[src/cbs_consts.svh]
// register offsets, reset values and limits of the channel select block
`ifndef CBS_CONSTS_SVH
`define CBS_CONSTS_SVH

`define CBS_OFF_CTRL      8'h00
`define CBS_OFF_MASK      8'h04
`define CBS_OFF_LEN       8'h08
`define CBS_OFF_CAP       8'h0C
`define CBS_OFF_STAT      8'h10
`define CBS_OFF_SWEEPS    8'h14
`define CBS_OFF_POINTS    8'h18
`define CBS_OFF_CMD       8'h1C
`define CBS_OFF_RDSEL     8'h20

`define CBS_CTRL_MODE_BIT 0
`define CBS_CTRL_DUAL_BIT 1
`define CBS_CTRL_CURRENT_INPUT_MODE_LO 2
`define CBS_CMD_REINIT    0
`define CBS_ST_PERR       0
`define CBS_ST_MREJ       1
`define CBS_ST_RDOK       2

`define CBS_STORE_POINTS  17'd100000
`define CBS_FAST_MAX_LEN  17'd100000
`define CBS_MASK_RESET    22'h00_0001
`define CBS_LEN_RESET     17'd100000
`define CBS_SINGLE_BITS   17
`define CBS_DUAL_BITS     22
`define CBS_FREQ_LO_CH    15
`define CBS_FREQ_HI_CH    16
`define CBS_FS_SIGNED     16'sd10000
`define CBS_FS_PHASE      16'sd18000
`define CBS_LOG_MIN       16'sd3000
`define CBS_LOG_MAX       16'sd2000
`define CBS_EVENT_MAX     16'h7FFF
`define CBS_GAIN_MAX      5'd27

`endif

[src/cbs_pkg.sv]
// types shared by the channel select block
package cbs_pkg;
    typedef enum logic {CBS_STANDARD, CBS_FAST} cbs_mode_t;
    typedef enum logic [2:0] {
        CBS_FMT_SIGNED, CBS_FMT_UNSIGNED, CBS_FMT_PHASE, CBS_FMT_SENS,
        CBS_FMT_LOG, CBS_FMT_EVENT, CBS_FMT_FREQ_LO, CBS_FMT_FREQ_HI
    } cbs_fmt_t;
endpackage : cbs_pkg

[src/cbs_sample_encode.sv]
// combinational encoder from raw channel value to stored 16-bit integer
`timescale 1ns/1ns
`include "cbs_consts.svh"
module cbs_sample_encode (
    // selected channel
    input  wire logic [4:0]         chan,
    // raw values
    input  wire logic signed [31:0] raw,
    input  wire logic [31:0]        freq_mhz,
    input  wire logic [4:0]         gain_idx,
    input  wire logic [1:0]         current_input_mode,
    input  wire logic [14:0]        event_val,
    // encoded word
    output logic [15:0]             word
);
    // ==========================================================
    // helpers
    function automatic logic [15:0] clamp(input logic signed [31:0] v,
                                          input logic signed [31:0] lo,
                                          input logic signed [31:0] hi);
        if (v < lo) clamp = lo[15:0];
        else if (v > hi) clamp = hi[15:0];
        else clamp = v[15:0];
    endfunction : clamp

    function automatic cbs_pkg::cbs_fmt_t fmt_of(input logic [4:0] c);
        case (c)
            5'd2, 5'd5, 5'd19: fmt_of = cbs_pkg::CBS_FMT_UNSIGNED;
            5'd3, 5'd20:       fmt_of = cbs_pkg::CBS_FMT_PHASE;
            5'd4, 5'd21:       fmt_of = cbs_pkg::CBS_FMT_SENS;
            5'd7:              fmt_of = cbs_pkg::CBS_FMT_LOG;
            5'd14:             fmt_of = cbs_pkg::CBS_FMT_EVENT;
            5'd15:             fmt_of = cbs_pkg::CBS_FMT_FREQ_LO;
            5'd16:             fmt_of = cbs_pkg::CBS_FMT_FREQ_HI;
            default:           fmt_of = cbs_pkg::CBS_FMT_SIGNED;
        endcase
    endfunction : fmt_of

    // ==========================================================
    // encoding
    logic [7:0] current_input_mode_off;
    logic [4:0] gain_c;

    always_comb begin
        case (current_input_mode)
            2'd1:    current_input_mode_off = 8'd32;
            2'd2:    current_input_mode_off = 8'd64;
            2'd3:    current_input_mode_off = 8'd128;
            default: current_input_mode_off = 8'd0;
        endcase
        // gain index kept inside 1..27 so the offset field stays clean
        if (gain_idx == 5'd0) gain_c = 5'd1;
        else if (gain_idx > `CBS_GAIN_MAX) gain_c = `CBS_GAIN_MAX;
        else gain_c = gain_idx;
        case (fmt_of(chan))
            cbs_pkg::CBS_FMT_UNSIGNED: word = clamp(raw, 0, `CBS_FS_SIGNED);
            cbs_pkg::CBS_FMT_PHASE:    word = clamp(raw, -`CBS_FS_PHASE,
                                                    `CBS_FS_PHASE);
            cbs_pkg::CBS_FMT_SENS:     word = {8'h00, current_input_mode_off} + {11'd0, gain_c};
            cbs_pkg::CBS_FMT_LOG:      word = clamp(raw, -`CBS_LOG_MIN,
                                                    `CBS_LOG_MAX);
            cbs_pkg::CBS_FMT_EVENT:    word = {1'b0, event_val};
            cbs_pkg::CBS_FMT_FREQ_LO:  word = freq_mhz[15:0];
            cbs_pkg::CBS_FMT_FREQ_HI:  word = freq_mhz[31:16];
            default:                   word = clamp(raw, -`CBS_FS_SIGNED,
                                                    `CBS_FS_SIGNED);
        endcase
    end
endmodule : cbs_sample_encode

[src/cbs_curve_buffer_select.sv]
// channel selection and store sharing for the capture buffer, apb slave
//
// Overview of operation
// mode 0 standard, mode 1 fast
// single reference mask 17 bits, 1..131071
// dual modes widen mask to 22 bits
// set mask bit stores channel, clear excludes
// standard store shared evenly among slots
// reference frequency takes two slots
// bits 15 and 16 always set together
// length clamped to store over slot count
// host includes one of bits 17..20
// xy ratio signed, magnitude noise unsigned
// phase signed, 18000 means 180 degrees
// sensitivity is gain plus input mode offset
// log ratio held within -3000..+2000
// event marker stored as 0..32767
// frequency millihertz, low then high half
// dual bits 17..21 select second demodulator
// host should store sensitivity channels
// readout index limited to selected channels
// oversize length flags parameter error
// counters clear on bare read or reinit
// no dual mode: high mask bits rejected
//
// The register addresses and the APB interface to the registers were left to the implementer.
`timescale 1ns/1ns
`include "cbs_consts.svh"
module cbs_curve_buffer_select #(
    parameter int MASK_W = `CBS_DUAL_BITS,
    parameter int LEN_W  = 17,
    parameter int CNT_W  = 32
) (
    // clock and reset
    input  wire logic                pclk,
    input  wire logic                presetn,
    // apb slave
    input  wire logic                psel,
    input  wire logic                penable,
    input  wire logic                pwrite,
    input  wire logic [7:0]          paddr,
    input  wire logic [31:0]         pwdata,
    output logic                     pready,
    output logic [31:0]              prdata,
    output logic                     pslverr,
    // acquisition events from the capture engine
    input  wire logic                point_done,
    input  wire logic                sweep_done,
    // raw sample stream
    input  wire logic                sample_valid,
    input  wire logic [4:0]          sample_chan,
    input  wire logic signed [31:0]  sample_raw,
    input  wire logic [31:0]         freq_mhz,
    input  wire logic [4:0]          gain_idx,
    input  wire logic [4:0]          gain_idx2,
    input  wire logic [14:0]         event_val,
    // encoded store stream
    output logic                     store_en,
    output logic [4:0]               store_chan,
    output logic [15:0]              store_word,
    // configuration seen by the capture engine
    output logic                     fast_mode,
    output logic [MASK_W-1:0]        sel_mask,
    output logic [LEN_W-1:0]         curve_len
);
    // ==========================================================
    // helpers
    function automatic logic [4:0] slot_count(input logic [MASK_W-1:0] m);
        logic [4:0] n;
        n = 5'd0;
        for (int i = 0; i < MASK_W; i++) begin
            n = n + {4'd0, m[i]};
        end
        slot_count = n;
    endfunction : slot_count

    function automatic logic [LEN_W-1:0] cap_of(input logic [4:0] slots);
        if (slots == 5'd0) cap_of = `CBS_STORE_POINTS;
        else cap_of = LEN_W'(`CBS_STORE_POINTS / {12'd0, slots});
    endfunction : cap_of

    function automatic logic [MASK_W-1:0] pair_freq(input logic [MASK_W-1:0] m);
        logic [MASK_W-1:0] r;
        r = m;
        if (m[`CBS_FREQ_LO_CH] | m[`CBS_FREQ_HI_CH]) begin
            r[`CBS_FREQ_LO_CH] = 1'b1;
            r[`CBS_FREQ_HI_CH] = 1'b1;
        end
        pair_freq = r;
    endfunction : pair_freq

    // ==========================================================
    // apb handshake: one wait state, answer in second access cycle
    logic       pready_r;
    logic       acc;
    logic       wr;
    logic       rd;
    logic       mapped;

    assign acc = psel & penable & pready_r;
    assign wr  = acc & pwrite;
    assign rd  = acc & ~pwrite;

    always_comb begin
        case (paddr)
            `CBS_OFF_CTRL, `CBS_OFF_MASK, `CBS_OFF_LEN, `CBS_OFF_CAP,
            `CBS_OFF_STAT, `CBS_OFF_SWEEPS, `CBS_OFF_POINTS,
            `CBS_OFF_CMD, `CBS_OFF_RDSEL: mapped = 1'b1;
            default:                      mapped = 1'b0;
        endcase
    end

    always_ff @(posedge pclk or negedge presetn) begin
        if (!presetn) pready_r <= 1'b0;
        else pready_r <= psel & penable & ~pready_r;
    end

    // ==========================================================
    // control register
    cbs_pkg::cbs_mode_t mode_r;
    logic               dual_r;
    logic [1:0]         current_input_mode_r;

    always_ff @(posedge pclk or negedge presetn) begin
        if (!presetn) begin
            mode_r  <= cbs_pkg::CBS_STANDARD;
            dual_r  <= 1'b0;
            current_input_mode_r <= 2'd0;
        end else if (wr && paddr == `CBS_OFF_CTRL) begin
            mode_r  <= pwdata[`CBS_CTRL_MODE_BIT] ? cbs_pkg::CBS_FAST
                                                  : cbs_pkg::CBS_STANDARD;
            dual_r  <= pwdata[`CBS_CTRL_DUAL_BIT];
            current_input_mode_r <= pwdata[`CBS_CTRL_CURRENT_INPUT_MODE_LO +: 2];
        end
    end

    // ==========================================================
    // selection mask and curve length
    logic [MASK_W-1:0] mask_r;
    logic [MASK_W-1:0] mask_nxt;
    logic [LEN_W-1:0]  len_r;
    logic [LEN_W-1:0]  cap;
    logic              mask_ok;
    logic              len_ok;
    logic              mask_wr;
    logic              len_wr;

    assign mask_nxt = pair_freq(pwdata[MASK_W-1:0]);
    assign cap      = cap_of(slot_count(mask_r));
    // zero, or any bit past the width of the active mode, is refused
    assign mask_ok  = (pwdata[MASK_W-1:0] != '0) && (pwdata[31:MASK_W] == '0) &&
                      (dual_r || pwdata[MASK_W-1:`CBS_SINGLE_BITS] == '0);
    assign mask_wr  = wr && paddr == `CBS_OFF_MASK;
    assign len_wr   = wr && paddr == `CBS_OFF_LEN;
    assign len_ok   = (pwdata[31:LEN_W] == '0) && (pwdata[LEN_W-1:0] != '0) &&
                      (mode_r == cbs_pkg::CBS_FAST ?
                       pwdata[LEN_W-1:0] <= `CBS_FAST_MAX_LEN :
                       pwdata[LEN_W-1:0] <= cap);

    always_ff @(posedge pclk or negedge presetn) begin
        if (!presetn) mask_r <= `CBS_MASK_RESET;
        else if (mask_wr && mask_ok) mask_r <= mask_nxt;
    end

    // in standard mode length is cut down to the slot cap one cycle after the mask moves
    always_ff @(posedge pclk or negedge presetn) begin
        if (!presetn) len_r <= `CBS_LEN_RESET;
        else if (len_wr && len_ok) len_r <= pwdata[LEN_W-1:0];
        else if (mode_r == cbs_pkg::CBS_STANDARD && len_r > cap) len_r <= cap;
    end

    // ==========================================================
    // status flags, write one to clear, a new error wins over the clear
    logic perr_r;
    logic mrej_r;
    logic st_clr;

    assign st_clr = wr && paddr == `CBS_OFF_STAT;

    always_ff @(posedge pclk or negedge presetn) begin
        if (!presetn) begin
            perr_r <= 1'b0;
            mrej_r <= 1'b0;
        end else begin
            if (len_wr && !len_ok) perr_r <= 1'b1;
            else if (st_clr && pwdata[`CBS_ST_PERR]) perr_r <= 1'b0;
            if (mask_wr && !mask_ok) mrej_r <= 1'b1;
            else if (st_clr && pwdata[`CBS_ST_MREJ]) mrej_r <= 1'b0;
        end
    end

    // ==========================================================
    // readout channel check
    logic [4:0] rdsel_r;
    logic       rdok;

    always_ff @(posedge pclk or negedge presetn) begin
        if (!presetn) rdsel_r <= 5'd0;
        else if (wr && paddr == `CBS_OFF_RDSEL) rdsel_r <= pwdata[4:0];
    end

    assign rdok = ({27'd0, rdsel_r} < MASK_W) && mask_r[rdsel_r];

    // ==========================================================
    // sweep and point counters
    logic [CNT_W-1:0] sweeps_r;
    logic [CNT_W-1:0] points_r;
    logic             cnt_clr;

    // a bare read of mask or length zeroes both, as does reinit
    assign cnt_clr = (rd && (paddr == `CBS_OFF_MASK || paddr == `CBS_OFF_LEN)) ||
                     (wr && paddr == `CBS_OFF_CMD && pwdata[`CBS_CMD_REINIT]);

    always_ff @(posedge pclk or negedge presetn) begin
        if (!presetn) begin
            sweeps_r <= '0;
            points_r <= '0;
        end else if (cnt_clr) begin
            sweeps_r <= '0;
            points_r <= '0;
        end else begin
            if (sweep_done) sweeps_r <= sweeps_r + 1'b1;
            if (point_done) points_r <= points_r + 1'b1;
        end
    end

    // ==========================================================
    // read data and error answer
    logic [31:0] rdata;

    always_comb begin
        rdata = 32'h0000_0000;
        case (paddr)
            `CBS_OFF_CTRL:   rdata = {28'd0, current_input_mode_r, dual_r, mode_r == cbs_pkg::CBS_FAST};
            `CBS_OFF_MASK:   rdata = 32'(mask_r);
            `CBS_OFF_LEN:    rdata = 32'(len_r);
            `CBS_OFF_CAP:    rdata = 32'(cap);
            `CBS_OFF_STAT:   rdata = {29'd0, rdok, mrej_r, perr_r};
            `CBS_OFF_SWEEPS: rdata = 32'(sweeps_r);
            `CBS_OFF_POINTS: rdata = 32'(points_r);
            `CBS_OFF_RDSEL:  rdata = {27'd0, rdsel_r};
            default:         rdata = 32'h0000_0000;
        endcase
    end

    logic [31:0] prdata_r;
    logic        pslverr_r;

    always_ff @(posedge pclk or negedge presetn) begin
        if (!presetn) begin
            prdata_r  <= 32'h0000_0000;
            pslverr_r <= 1'b0;
        end else begin
            prdata_r  <= (psel & penable & ~pready_r & ~pwrite) ? rdata : 32'h0000_0000;
            pslverr_r <= psel & penable & ~pready_r & ~mapped;
        end
    end

    assign pready  = pready_r;
    assign prdata  = prdata_r;
    assign pslverr = pslverr_r;

    // ==========================================================
    // sample encoding and store gating
    logic [15:0] enc_word;
    logic [4:0]  gain_sel;
    logic        store_en_r;
    logic [4:0]  store_chan_r;
    logic [15:0] store_word_r;

    // second sensitivity channel reports the second gain
    assign gain_sel = (sample_chan == 5'd21) ? gain_idx2 : gain_idx;

    cbs_sample_encode i_cbs_sample_encode (
        .chan      (sample_chan),
        .raw       (sample_raw),
        .freq_mhz  (freq_mhz),
        .gain_idx  (gain_sel),
        .current_input_mode     (current_input_mode_r),
        .event_val (event_val),
        .word      (enc_word)
    );

    always_ff @(posedge pclk or negedge presetn) begin
        if (!presetn) begin
            store_en_r   <= 1'b0;
            store_chan_r <= 5'd0;
            store_word_r <= 16'h0000;
        end else begin
            store_en_r   <= sample_valid && ({27'd0, sample_chan} < MASK_W) &&
                            mask_r[sample_chan];
            store_chan_r <= sample_chan;
            store_word_r <= enc_word;
        end
    end

    assign store_en   = store_en_r;
    assign store_chan = store_chan_r;
    assign store_word = store_word_r;
    assign fast_mode  = (mode_r == cbs_pkg::CBS_FAST);
    assign sel_mask   = mask_r;
    assign curve_len  = len_r;

    // ==========================================================
    // assertions
    property p_mode_follows;
        @(posedge pclk) disable iff (!presetn)
        (wr && paddr == `CBS_OFF_CTRL) |=> (fast_mode == $past(pwdata[0]));
    endproperty
    a_mode_follows: assert property (p_mode_follows) else $error("mode not taken");

    property p_single_width;
        @(posedge pclk) disable iff (!presetn)
        (mask_wr && !dual_r && pwdata[21:17] != 5'd0) |=> $stable(mask_r) && mrej_r;
    endproperty
    a_single_width: assert property (p_single_width) else $error("wide mask taken");

    property p_mask_nonzero;
        @(posedge pclk) disable iff (!presetn)
        mask_r != '0;
    endproperty
    a_mask_nonzero: assert property (p_mask_nonzero) else $error("empty mask");

    property p_freq_pair;
        @(posedge pclk) disable iff (!presetn)
        mask_r[15] == mask_r[16];
    endproperty
    a_freq_pair: assert property (p_freq_pair) else $error("frequency halves split");

    property p_len_clamp;
        @(posedge pclk) disable iff (!presetn)
        (mask_wr && mask_ok && mode_r == cbs_pkg::CBS_STANDARD) |-> ##[1:2] len_r <= cap;
    endproperty
    a_len_clamp: assert property (p_len_clamp) else $error("length not reduced");

    property p_store_gate;
        @(posedge pclk) disable iff (!presetn)
        (sample_valid && sample_chan < 5'd22 && !mask_r[sample_chan]) |=> !store_en;
    endproperty
    a_store_gate: assert property (p_store_gate) else $error("unselected stored");

    property p_len_err;
        @(posedge pclk) disable iff (!presetn)
        (len_wr && mode_r == cbs_pkg::CBS_STANDARD && pwdata[16:0] > cap &&
         pwdata[31:17] == 15'd0) |=> perr_r && len_r <= $past(len_r);
    endproperty
    a_len_err: assert property (p_len_err) else $error("oversize length taken");

    property p_cnt_clear;
        @(posedge pclk) disable iff (!presetn)
        (rd && paddr == `CBS_OFF_MASK) |=> (points_r == '0 && sweeps_r == '0);
    endproperty
    a_cnt_clear: assert property (p_cnt_clear) else $error("counters not cleared");

    property p_readout;
        @(posedge pclk) disable iff (!presetn)
        (rdsel_r < 5'd22 && !mask_r[rdsel_r]) |-> !rdok;
    endproperty
    a_readout: assert property (p_readout) else $error("unselected readout allowed");

    property p_phase_range;
        @(posedge pclk) disable iff (!presetn)
        (store_en && store_chan == 5'd3) |->
            ($signed(store_word) <= 16'sd18000 && $signed(store_word) >= -16'sd18000);
    endproperty
    a_phase_range: assert property (p_phase_range) else $error("phase out of range");
endmodule : cbs_curve_buffer_select

[config.mk]
export PLATFORM = sky130hd
export DESIGN_NAME = cbs_curve_buffer_select
export DESIGN_NICKNAME = d
export VERILOG_FILES = /design/src/cbs_pkg.sv /design/src/cbs_sample_encode.sv /design/src/cbs_curve_buffer_select.sv
export VERILOG_INCLUDE_DIRS = /design/src
export SDC_FILE = /design/constraint.sdc
export NUM_CORES = 1
export LEC_CHECK = 0
export BUFFER_PORTS_ARGS = -buffer_cell sky130_fd_sc_hd__buf_2
export CORE_MARGIN = 8
export CORE_UTILIZATION = 40
export CTS_BUF_LIST = sky130_fd_sc_hd__clkbuf_4 sky130_fd_sc_hd__clkbuf_8 sky130_fd_sc_hd__clkbuf_16
export CTS_CLUSTER_DIAMETER = 200
export DETAILED_ROUTE_END_ITERATION = 10
export REMOVE_ABC_BUFFERS = 1
export SYNTH_ARGS = -nofsm -noshare
export SYNTH_HDL_FRONTEND = slang
export SYNTH_SLANG_ARGS = --single-unit
[constraint.sdc]
create_clock -name pclk -period 103.6 [get_ports pclk]
set_clock_uncertainty 0.15 [all_clocks]
set_input_delay 20.72 -clock pclk [delete_from_list [all_inputs] [get_ports pclk]]
set_output_delay 20.72 -clock pclk [all_outputs]
set_load 0.005 [all_outputs]
# ---- Word level (Yosys, flattened, before mapping)
# Memory sizes are Yosys's and may differ from the RTL's.
# Index checks and enable logic that the tools add are counted.
dict set report op_classes {
  add_sub_neg 24
  n_div 1
  n_lt_le_gt_ge 15
  n_eq_ne 19
  muxes 33
  bitwise 12
  n_reduce_logical 41
}
# op n
set op_table {}
lappend op_table {{32-bit one-hot mux with 8 select lines} 1}
lappend op_table {{32-bit 2-to-1 mux} 5}
lappend op_table {{16-bit 2-to-1 mux} 7}
lappend op_table {{16-bit one-hot mux with 7 select lines} 1}
lappend op_table {{5-bit by 1-bit adder with 5-bit output} 17}
lappend op_table {{32-bit by 1-bit adder with 32-bit output (second input constant)} 2}
lappend op_table {{17-bit 2-to-1 mux} 3}
lappend op_table {{8-bit by 5-bit == test with 1-bit output (second input constant)} 4}
lappend op_table {{32-bit by 12-bit > comparator with 1-bit output (second input constant)} 1}
lappend op_table {{32-bit by 15-bit > comparator with 1-bit output (second input constant)} 1}
lappend op_table {{32-bit by 16-bit > comparator with 1-bit output (second input constant)} 1}
lappend op_table {{32-bit by 1-bit less-than comparator with 1-bit output (second input constant)} 1}
lappend op_table {{32-bit by 13-bit less-than comparator with 1-bit output (second input constant)} 1}
lappend op_table {{32-bit by 15-bit less-than comparator with 1-bit output (second input constant)} 1}
lappend op_table {{32-bit by 16-bit less-than comparator with 1-bit output (second input constant)} 1}
lappend op_table {{8-bit one-hot mux with 3 select lines} 1}
lappend op_table {{1-bit logical AND} 22}
lappend op_table {{22-bit nonzero test} 1}
lappend op_table {{17-bit by 5-bit divider with 17-bit output (first input constant)} 1}
lappend op_table {{17-bit > comparator} 1}
lappend op_table {{17-bit less-or-equal comparator} 1}
lappend op_table {{17-bit less-or-equal comparator (second input constant)} 1}
lappend op_table {{17-bit nonzero test} 1}
lappend op_table {{8-bit by 4-bit == test with 1-bit output (second input constant)} 2}
lappend op_table {{31 further kinds} 67}
dict set report totals {
  register_bits 170
  romBits 96
  in_bits 142
  out_inout_bits 96
  elab_cells 162
  mem_count 1
}
# memory depth width rd rd_ports_with_merged_regs write_ports line
set mem_list {}
lappend mem_list {{(no name shown)} 32 3 1 0 0 cbs_sample_encode.sv:27} ;# case (c)

# ---- Depth between registers and ports, before layout
# Gate-level depths: netlist of run 1.
dict set report logic_depth {
  word_depth 29
  ltp_mapped 188
  ltp_nobuf 178
}

# ---- By module
# Synthesis of run 1 repeated with hierarchy kept, for this count alone.
dict set report hier_totals {
  hier_cells 2060
  area_unflattened_um2 16807.4
}
# mod instances cells_each area_each_um2 seq_area_each_um2
set modules_own_cells {}
lappend modules_own_cells {cbs_curve_buffer_select 1 1768 14986.9 4237.8}
lappend modules_own_cells {cbs_sample_encode 1 292 1820.5 0.0}

# ---- Worst setup path before layout of run 1
# Ideal clock, no wire load.
dict set report synth_path {
  kind {register -> register}
  from {register mask_r[0] (netlist: sel_mask[0])}
  to {register len_r[0] (netlist: curve_len[0])}
  setup_time_ps 79
  t_arrival_ps 32316
  t_required_ps 103371
  setup_slack_ps 71054
  stages_incl_launch_ff 179
  n_path_buf 10
  period_less_slack_ps 32546
  cell_sequence {dfstp_2 -> inv_1 -> fa_1 -> fa_1 -> fa_1 -> fa_1 -> fa_1 -> inv_1 -> ha_1 -> inv_1 -> fa_1 -> and2_1 -> nand2_1 -> ha_1 -> o21ai_0 -> or2_2 -> ha_1 -> o21bai_1 -> [... 143 more ...] -> o21a_1 -> o21a_1 -> o21ai_0 -> nand2b_1 -> a21oi_1 -> nor2b_1 -> o21ai_0 -> nand2b_1 -> a21oi_1 -> nor2_1 -> a211oi_1 -> o21ai_0 -> nand2_1 -> o2111ai_1 -> inv_1 -> nand3_1 -> clkbuf_1 -> mux2i_1}
}
dict set report synth_via {
  elab_chain_len 28
  elab_cells_between_ends 33
  classes_between {21 x add/sub; 1 x div; 2 x order compare; 4 x mux; 5 x reduce/logical}
}
# element line
set synth_rtl {}
lappend synth_rtl {{start: declaration} cbs_curve_buffer_select.sv:139} ;# logic [MASK_W-1:0] mask_r;
lappend synth_rtl {{start signal: assignment} cbs_curve_buffer_select.sv:161} ;# if (!presetn) mask_r <= `CBS_MASK_RESET;
lappend synth_rtl {{start signal: assignment} cbs_curve_buffer_select.sv:162} ;# else if (mask_wr && mask_ok) mask_r <= mask_nxt;
lappend synth_rtl {{1-bit by 1-bit adder with 2-bit output (*)} cbs_curve_buffer_select.sv:72} ;# n = n + {4'd0, m[i]};
lappend synth_rtl {{2-bit by 1-bit adder with 3-bit output (*)} cbs_curve_buffer_select.sv:72}
lappend synth_rtl {{3-bit by 1-bit adder with 4-bit output (*)} cbs_curve_buffer_select.sv:72}
lappend synth_rtl {{4-bit by 1-bit adder with 5-bit output (*)} cbs_curve_buffer_select.sv:72}
lappend synth_rtl {{5-bit by 1-bit adder with 5-bit output (*) (17 in a row)} cbs_curve_buffer_select.sv:72}
lappend synth_rtl {{17-bit by 5-bit divider with 17-bit output (no source line) / 5-bit logical NOT (equally long branches)} --}
lappend synth_rtl {{17-bit 2-to-1 mux (*)} cbs_curve_buffer_select.sv:78} ;# if (slots == 5'd0) cap_of = `CBS_STORE_POINTS;
lappend synth_rtl {{17-bit less-or-equal comparator} cbs_curve_buffer_select.sv:158} ;# pwdata[LEN_W-1:0] <= cap);
lappend synth_rtl {{1-bit 2-to-1 mux} cbs_curve_buffer_select.sv:156} ;# (mode_r == cbs_pkg::CBS_FAST ?
lappend synth_rtl {{1-bit logical AND} cbs_curve_buffer_select.sv:155} ;# assign len_ok = (pwdata[31:LEN_W] == '0) && (pwdata[LEN_W-1:0] != '0) &&
lappend synth_rtl {{1-bit logical AND} cbs_curve_buffer_select.sv:168} ;# else if (len_wr && len_ok) len_r <= pwdata[LEN_W-1:0];
lappend synth_rtl {{17-bit 2-to-1 mux / 2-bit nonzero test (equally long branches)} --}
lappend synth_rtl {{end signal: assignment} cbs_curve_buffer_select.sv:167} ;# if (!presetn) len_r <= `CBS_LEN_RESET;
lappend synth_rtl {{end signal: assignment} cbs_curve_buffer_select.sv:168}
lappend synth_rtl {{end signal: assignment} cbs_curve_buffer_select.sv:169} ;# else if (mode_r == cbs_pkg::CBS_STANDARD && len_r > cap) len_r <= cap;
lappend synth_rtl {{end: declaration} cbs_curve_buffer_select.sv:141} ;# logic [LEN_W-1:0] len_r;
# Mark *: on every way between the ends. The rest lies on a longest branch, timed or not. The select of a mux whose other input is x is not followed.
# A chain may end at the register's enable or synchronous reset.

# ---- Worst setup path after layout of run 1
dict set report layout_path {
  from {register mask_r[16] (netlist: sel_mask[16])}
  to {register len_r[1] (netlist: curve_len[1])}
}
dict set report layout_via {
  elab_chain_len 13
  elab_cells_between_ends 18
  classes_between {6 x add/sub; 1 x div; 2 x order compare; 4 x mux; 5 x reduce/logical}
}
# element line
set layout_rtl {}
lappend layout_rtl {{5-bit by 1-bit adder with 5-bit output (*) (6 in a row)} cbs_curve_buffer_select.sv:72}
lappend layout_rtl {{17-bit by 5-bit divider with 17-bit output (no source line) / 5-bit logical NOT (equally long branches)} --}
lappend layout_rtl {{17-bit 2-to-1 mux (*)} cbs_curve_buffer_select.sv:78}
lappend layout_rtl {{17-bit less-or-equal comparator} cbs_curve_buffer_select.sv:158}
lappend layout_rtl {{1-bit 2-to-1 mux} cbs_curve_buffer_select.sv:156}
lappend layout_rtl {{1-bit logical AND} cbs_curve_buffer_select.sv:155}
lappend layout_rtl {{1-bit logical AND} cbs_curve_buffer_select.sv:168}
lappend layout_rtl {{17-bit 2-to-1 mux / 2-bit nonzero test (equally long branches)} --}
# Marked as above.

==> flow_summary.toml, run 1 <==
[status]
status = "finished clean"

[yosys]
synth-edff-count = 0
synth-compound-area-share = 0.254
synth_flop_cell = "dfrtp_1"
async_flop_share = 1.00
synth_area_leaders = "dfrtp_1, ha_1, nor2_1"
yosysSeqAreaShare = 0.252
yosysTopAreaCell = "dfrtp_1"
postSynthCellCount = 2040
yosys.area_share.simple = 0.241
synth_top_area_frac = 0.241
synthAdderAreaFrac = 0.0958
synthXorXnorAreaFrac = 0.0549
synth_warnings = 0
synth_mux_area_frac = 0.0654
syn_area_per_cell_um2 = 8.26
syn_area_um2 = 16800
synth_top_family_by_area = "compound AO/OA/AOI/OAI gates"
synth_seq_cells = 169
synth_cell_types = 133

[sta]
finalCritPeriodShare = 0.373
hold_viol = 0
setup_viol = 0
rsz0062_at_grt = "no"
maxSlewViolCount = 0
max_freq_ghz = 0.0259
tightest_slew_ns = 1.08
setup_tns_ns = 0
relSlewSlack = 0.275
period_needed_ns = 38.60

[grt]
grt_overflow = 0
grt_pass1_wl_mm = 92.4
grt_usage = 0.228
antenna_found_initial = 4
top_usage_layer = "met2"
grt_pass1_vias = 16800
use_met2 = 0.397
grt_max_degree = 103
use_met3 = 0.0410
grtUsageMet1 = 0.280

[cells_and_area]
drive_above_1_share = 0.193
n_fill_cell = 4117
final_cells = 2801
syn_to_final_growth_pct = 14.1
finalInstanceArea_um2 = 19200
nets = 2507

[floorplan]
start_util = 0.403
die_area_um2 = 48900
die_h_um = 221
io_pins = 238
coreArea_um2 = 41800
rows = 75
die_w_um = 221

[drt]
vias = 16900
drc = 0
vias_per_cell = 6.03
drtIter0Drc = 1549
firstDrtPassIters = 5
wl_mm = 57.6
routedWlPerCell_um = 20.6
postRouteAntennaNets = 0

[cts]
clkTransAtPathRegs_ns = 0.07
cts_root_buffer = "clkbuf_16"
ctsResizeCount = 0
cts_sinks = 169
cts_hold_buffers = 0
insertion_delay_ns = 0.44
cts_made_buffers = 17
tritoncts = "built"
clockBufferDepth = 2
cts_max_level = 4
cts_setup_buffers = 0

[setup_path]
critPathBufInv = 10
slowest_delay_ns = 0.75
crit_slowest_cell = "nor2_1"
crit_family = "compound AO/OA/AOI/OAI gates"
required_ns = 103.77
cp_max_fo = 27
cpMostUsedCell = "ha_1"
worstPathArrival_ns = 38.78
crit_path_end_kind = "flop"
crit_path_start_kind = "flop"
path_class = "flop to flop"

[placement]
dp_hpwl_mm = 45.3
placed_area_um2 = 18600
dp.cells = 2765
routabilityCongestion = 0.923
io_buffers = 237

[min_path]
hp-class = "flop to flop"

[flow_run]
cap_violations = 0
## cell usage after synthesis (38+ instances only)
master	n
a21o_1	47
a21oi_1	108
a22oi_1	43
a31oi_1	38
clkbuf_1	50
dfrtp_1	162
ha_1	105
inv_1	82
mux2i_1	40
nand2_1	178
nand3_1	71
nand4_1	40
nor2_1	251
nor3_1	58
o21ai_0	124
xnor2_1	43
xor2_1	57
## layout by cell type, fill, tap and decap left out, types with 28 or more instances in the layout
cell type / count
nor2_1: 248
buf_2: 236
nand2_1: 178
dfrtp_1: 162
o21ai_0: 123
a21oi_1: 107
ha_1: 105
inv_1: 82
nand3_1: 71
xor2_1: 57
nor3_1: 57
a21o_1: 47
xnor2_1: 43
a22oi_1: 43
mux2i_1: 40
nand4_1: 40
a31oi_1: 38
nand2b_1: 34
mux2_2: 32
and3_1: 29
o21a_1: 28
## cell families (layout without fill, tap and decap cells)
group,after synthesis,after routing
xor+xnor,103,103
other cells,0,4
compound gates,602,602
flops,169,169
mux,88,88
fa+ha+maj,120,120
simple gates,805,805
buf+inv,153,371
## stage by stage
step	util	worst slack (ns)	hold WS, ns
after floorplan	-	70.41	0.299
after global placement	0.445	66.82	0.326
after detailed placement	0.445	65.40	0.329
after CTS	0.460	65.25	0.340
after global routing	0.460	61.33	0.382
final	0.460	65.00	0.339
## state kept, by name (all words and copies together), names as in the netlist
register	cells
current_input_mode_r	2
curve_len	17
dual_r	1
fast_mode	1
mrej_r	1
perr_r	1
points_r	32
prdata	32
pready	1
pslverr	1
rdsel_r	5
sel_mask	21
store_chan	5
store_en	1
store_word	16
sweeps_r	32
## final timing paths
path | start | end | slack, ns | depth (start not counted)
max | sel_mask[16] | curve_len[1] | 65.00 | 172
min | pready | pslverr | 0.34 | 1
max reg2reg | sel_mask[16] | curve_len[1] | 65.00 | 172
min reg2reg | pready | pslverr | 0.34 | 1
max in group asynchronous | presetn | store_word[12] | 81.66 | 2
min in group asynchronous | presetn | sweeps_r[31] | 20.23 | 1
## per-layer routing
| layer | wire length, um | share of wire | vias up |
|---|---|---|---|
| met2 | 28000 | 0.49 | 628 |
| met1 | 24400 | 0.42 | 8162 |
| met3 | 3620 | 0.063 | 101 |
| li1 | - | - | 8011 |
| met5 | 0 | 0 | - |
| met4 | 1560 | 0.027 | 0 |
## area by class of cell
cell class,count,area (um^2),share of cell area
flip-flops and latches,169,4240,0.221
well taps,539,674,0.0351
diodes,4,10.0,0.000521
repair buffers,255,1330,0.0691
clock inverters,15,205,0.0107
clock buffers,17,425,0.0221
multi-input cells,1718,12000,0.626
inverters,84,315,0.0164
## worst reg2reg max path, delay by kind of cell (launching register included)
| kind | cells | cell delay [ns] |
|---|---|---|
| xor gates and xnor gates | 1 | 0.21 |
| AOI/OAI and AO/OA | 79 | 14.35 |
| and+or+nand+nor | 56 | 12.91 |
| DFF | 1 | 0.60 |
| muxes | 2 | 0.84 |
| buffers and inverters | 10 | 0.80 |
| adders and majority gates | 24 | 8.61 |
Power of run 1 is not shown: default switching activity piles up to over one toggle a cycle in this logic, so the estimate is an artifact.
==> run 2, diff against run 1 <==
==> constraint.sdc (replaced) <==
create_clock -name pclk -period 34.3 [get_ports pclk]
set_clock_uncertainty 0.15 [all_clocks]
set_input_delay 6.86 -clock pclk [delete_from_list [all_inputs] [get_ports pclk]]
set_output_delay 6.86 -clock pclk [all_outputs]
set_load 0.005 [all_outputs]
==> run 2 against run 1 <==
Effect of this change: routed wire length grew 3.9%; sequential share of layout area shrank 0.79 points; clock-buffer cell count is the same; die area is the same; critical path depth shrank 2; non-clock buffer count grew 63; first-iteration DRC count shrank 12%; cell count grew 2.2%; critical path type unchanged; critical endpoint unchanged; largest cell class unchanged; highest routed layer is now met5.
==> flow_summary.toml, run 2 (synthesized netlist as in run 1, its figures left out) <==
[sta]
setup_viol = 0
hold_viol = 0
relSlewSlack = 0.263
max_freq_ghz = 0.0310
tightest_slew_ns = 1.10
finalCritPeriodShare = 0.940
maxSlewViolCount = 0
period_needed_ns = 32.26

[grt]
top_usage_layer = "met2"
grt_max_degree = 98
grt_usage = 0.232
use_met3 = 0.0378
grt_pass1_wl_mm = 93.9
grt_pass1_vias = 17100
use_met2 = 0.412
grtUsageMet1 = 0.287
grt_overflow = 0
antenna_found_initial = 3

[cts]
cts_max_level = 4
cts_root_buffer = "clkbuf_16"
insertion_delay_ns = 0.45
cts_hold_buffers = 0
cts_sinks = 169
clkTransAtPathRegs_ns = 0.07
tritoncts = "built"
cts_made_buffers = 17
clockBufferDepth = 2

[placement]
dp.cells = 2788
dp_hpwl_mm = 46.5
placed_area_um2 = 18700
routabilityCongestion = 0.921
io_buffers = 237

[cells_and_area]
n_fill_cell = 4144
final_cell_mix = "nor2_1, buf_2, nand2_1, dfrtp_1, o21ai_0"
final_cells = 2863
nets = 2571
finalInstanceArea_um2 = 19900
syn_to_final_growth_pct = 18.3
drive_above_1_share = 0.232
layout_commonest_cell = "nor2_1"
final_core_util = 0.477

[setup_path]
worstPathArrival_ns = 32.44
cp_max_fo = 14
crit_path_end_kind = "flop"
cp-startpoint = "sel_mask[0]"
cpMostUsedCell = "ha_1"
crit_path_start_kind = "flop"
path_class = "flop to flop"
crit_slowest_cell = "dfstp_2"
worstReg2RegStart = "sel_mask[0]"
required_ns = 34.48
slowest_delay_ns = 0.59

[floorplan]
coreArea_um2 = 41800
die_w_um = 221
io_pins = 238
die_area_um2 = 48900
rows = 75
start_util = 0.403
die_h_um = 221

[drt]
vias = 17300
firstDrtPassIters = 8
vias_per_cell = 6.03
wl_mm = 59.9
drtIter0Drc = 1359
postRouteAntennaNets = 0
drc = 0
routedWlPerCell_um = 20.9

[min_path]
hp-class = "flop to flop"
min_from = "mrej_r"

[status]
status = "finished clean"

[flow_run]
cap_violations = 0
## run 2: cell count changes in the layout (fill, tap and decap cells not counted), moves of 4 or more
cell     change
nor2_1       -4
o21ai_0     -10
nor3_2       +4
nor3_1       -5
o21ai_1      +9
nand2_1      -4
buf_4       +61
## run 2: final timing paths
kind                                      to  slack [ns]  depth (start not counted)
worst max-delay path            curve_len[1]        2.04                        170
worst max register to register  curve_len[1]        2.04                        170
max in group asynchronous       sweeps_r[15]       26.12                          2
worst min register to register        mrej_r        0.35                          2
min in group asynchronous         prdata[30]        6.36                          1
worst min-delay path                  mrej_r        0.35                          2
## run 2: through the flow
step | hold slack (ns) | worst slack (ns) | setup TNS (ns)
3_3_place_gp | 0.332 | 1.21 | 0
2_1_floorplan | 0.299 | 1.11 | 0
3_5_place_dp | 0.333 | 0.0572 | 0
5_1_grt | 0.388 | -0.179 | -1.09
4_1_cts | 0.350 | 0.112 | 0
6_report | 0.346 | 2.04 | 0
## run 2: layer usage
metal | up-vias | share of wire
met1 | 8357 | 0.41
met3 | 117 | 0.063
li1 | 8135 | -
met2 | 649 | 0.49
met4 | 2 | 0.030
met5 | - | 0.00030
## run 2: layout make-up
type	count	area, um^2	area share
repair buffers	318	1830	0.0918
clock buffers	17	425	0.0213
well taps	539	674	0.0338
clock inverters	15	183	0.00917
multi-input cells	1719	12300	0.615
diodes	2	5.00	0.000251
inverters	84	315	0.0158
flip-flops and latches	169	4240	0.213
## run 2: repair_timing
| action | CTS | global route |
|---|---|---|
| resized for setup | 1 | 63 |
| cloned | 0 | 2 |
| setup buffers | 0 | 39 |
| pin swaps | 0 | 17 |
| endpoints found under the setup margin | 8 | 19 |
## run 2: critical path: cells and delay by family (launching register included)
family | cells | cell delay [ns]
fa+ha+maj | 24 | 8.43
flops | 1 | 0.59
buf+inv | 12 | 1.45
xor+xnor | 1 | 0.18
compound gates | 74 | 11.77
mux | 4 | 1.05
simple gates | 55 | 8.45
Power of run 2 is left out for the same reason.
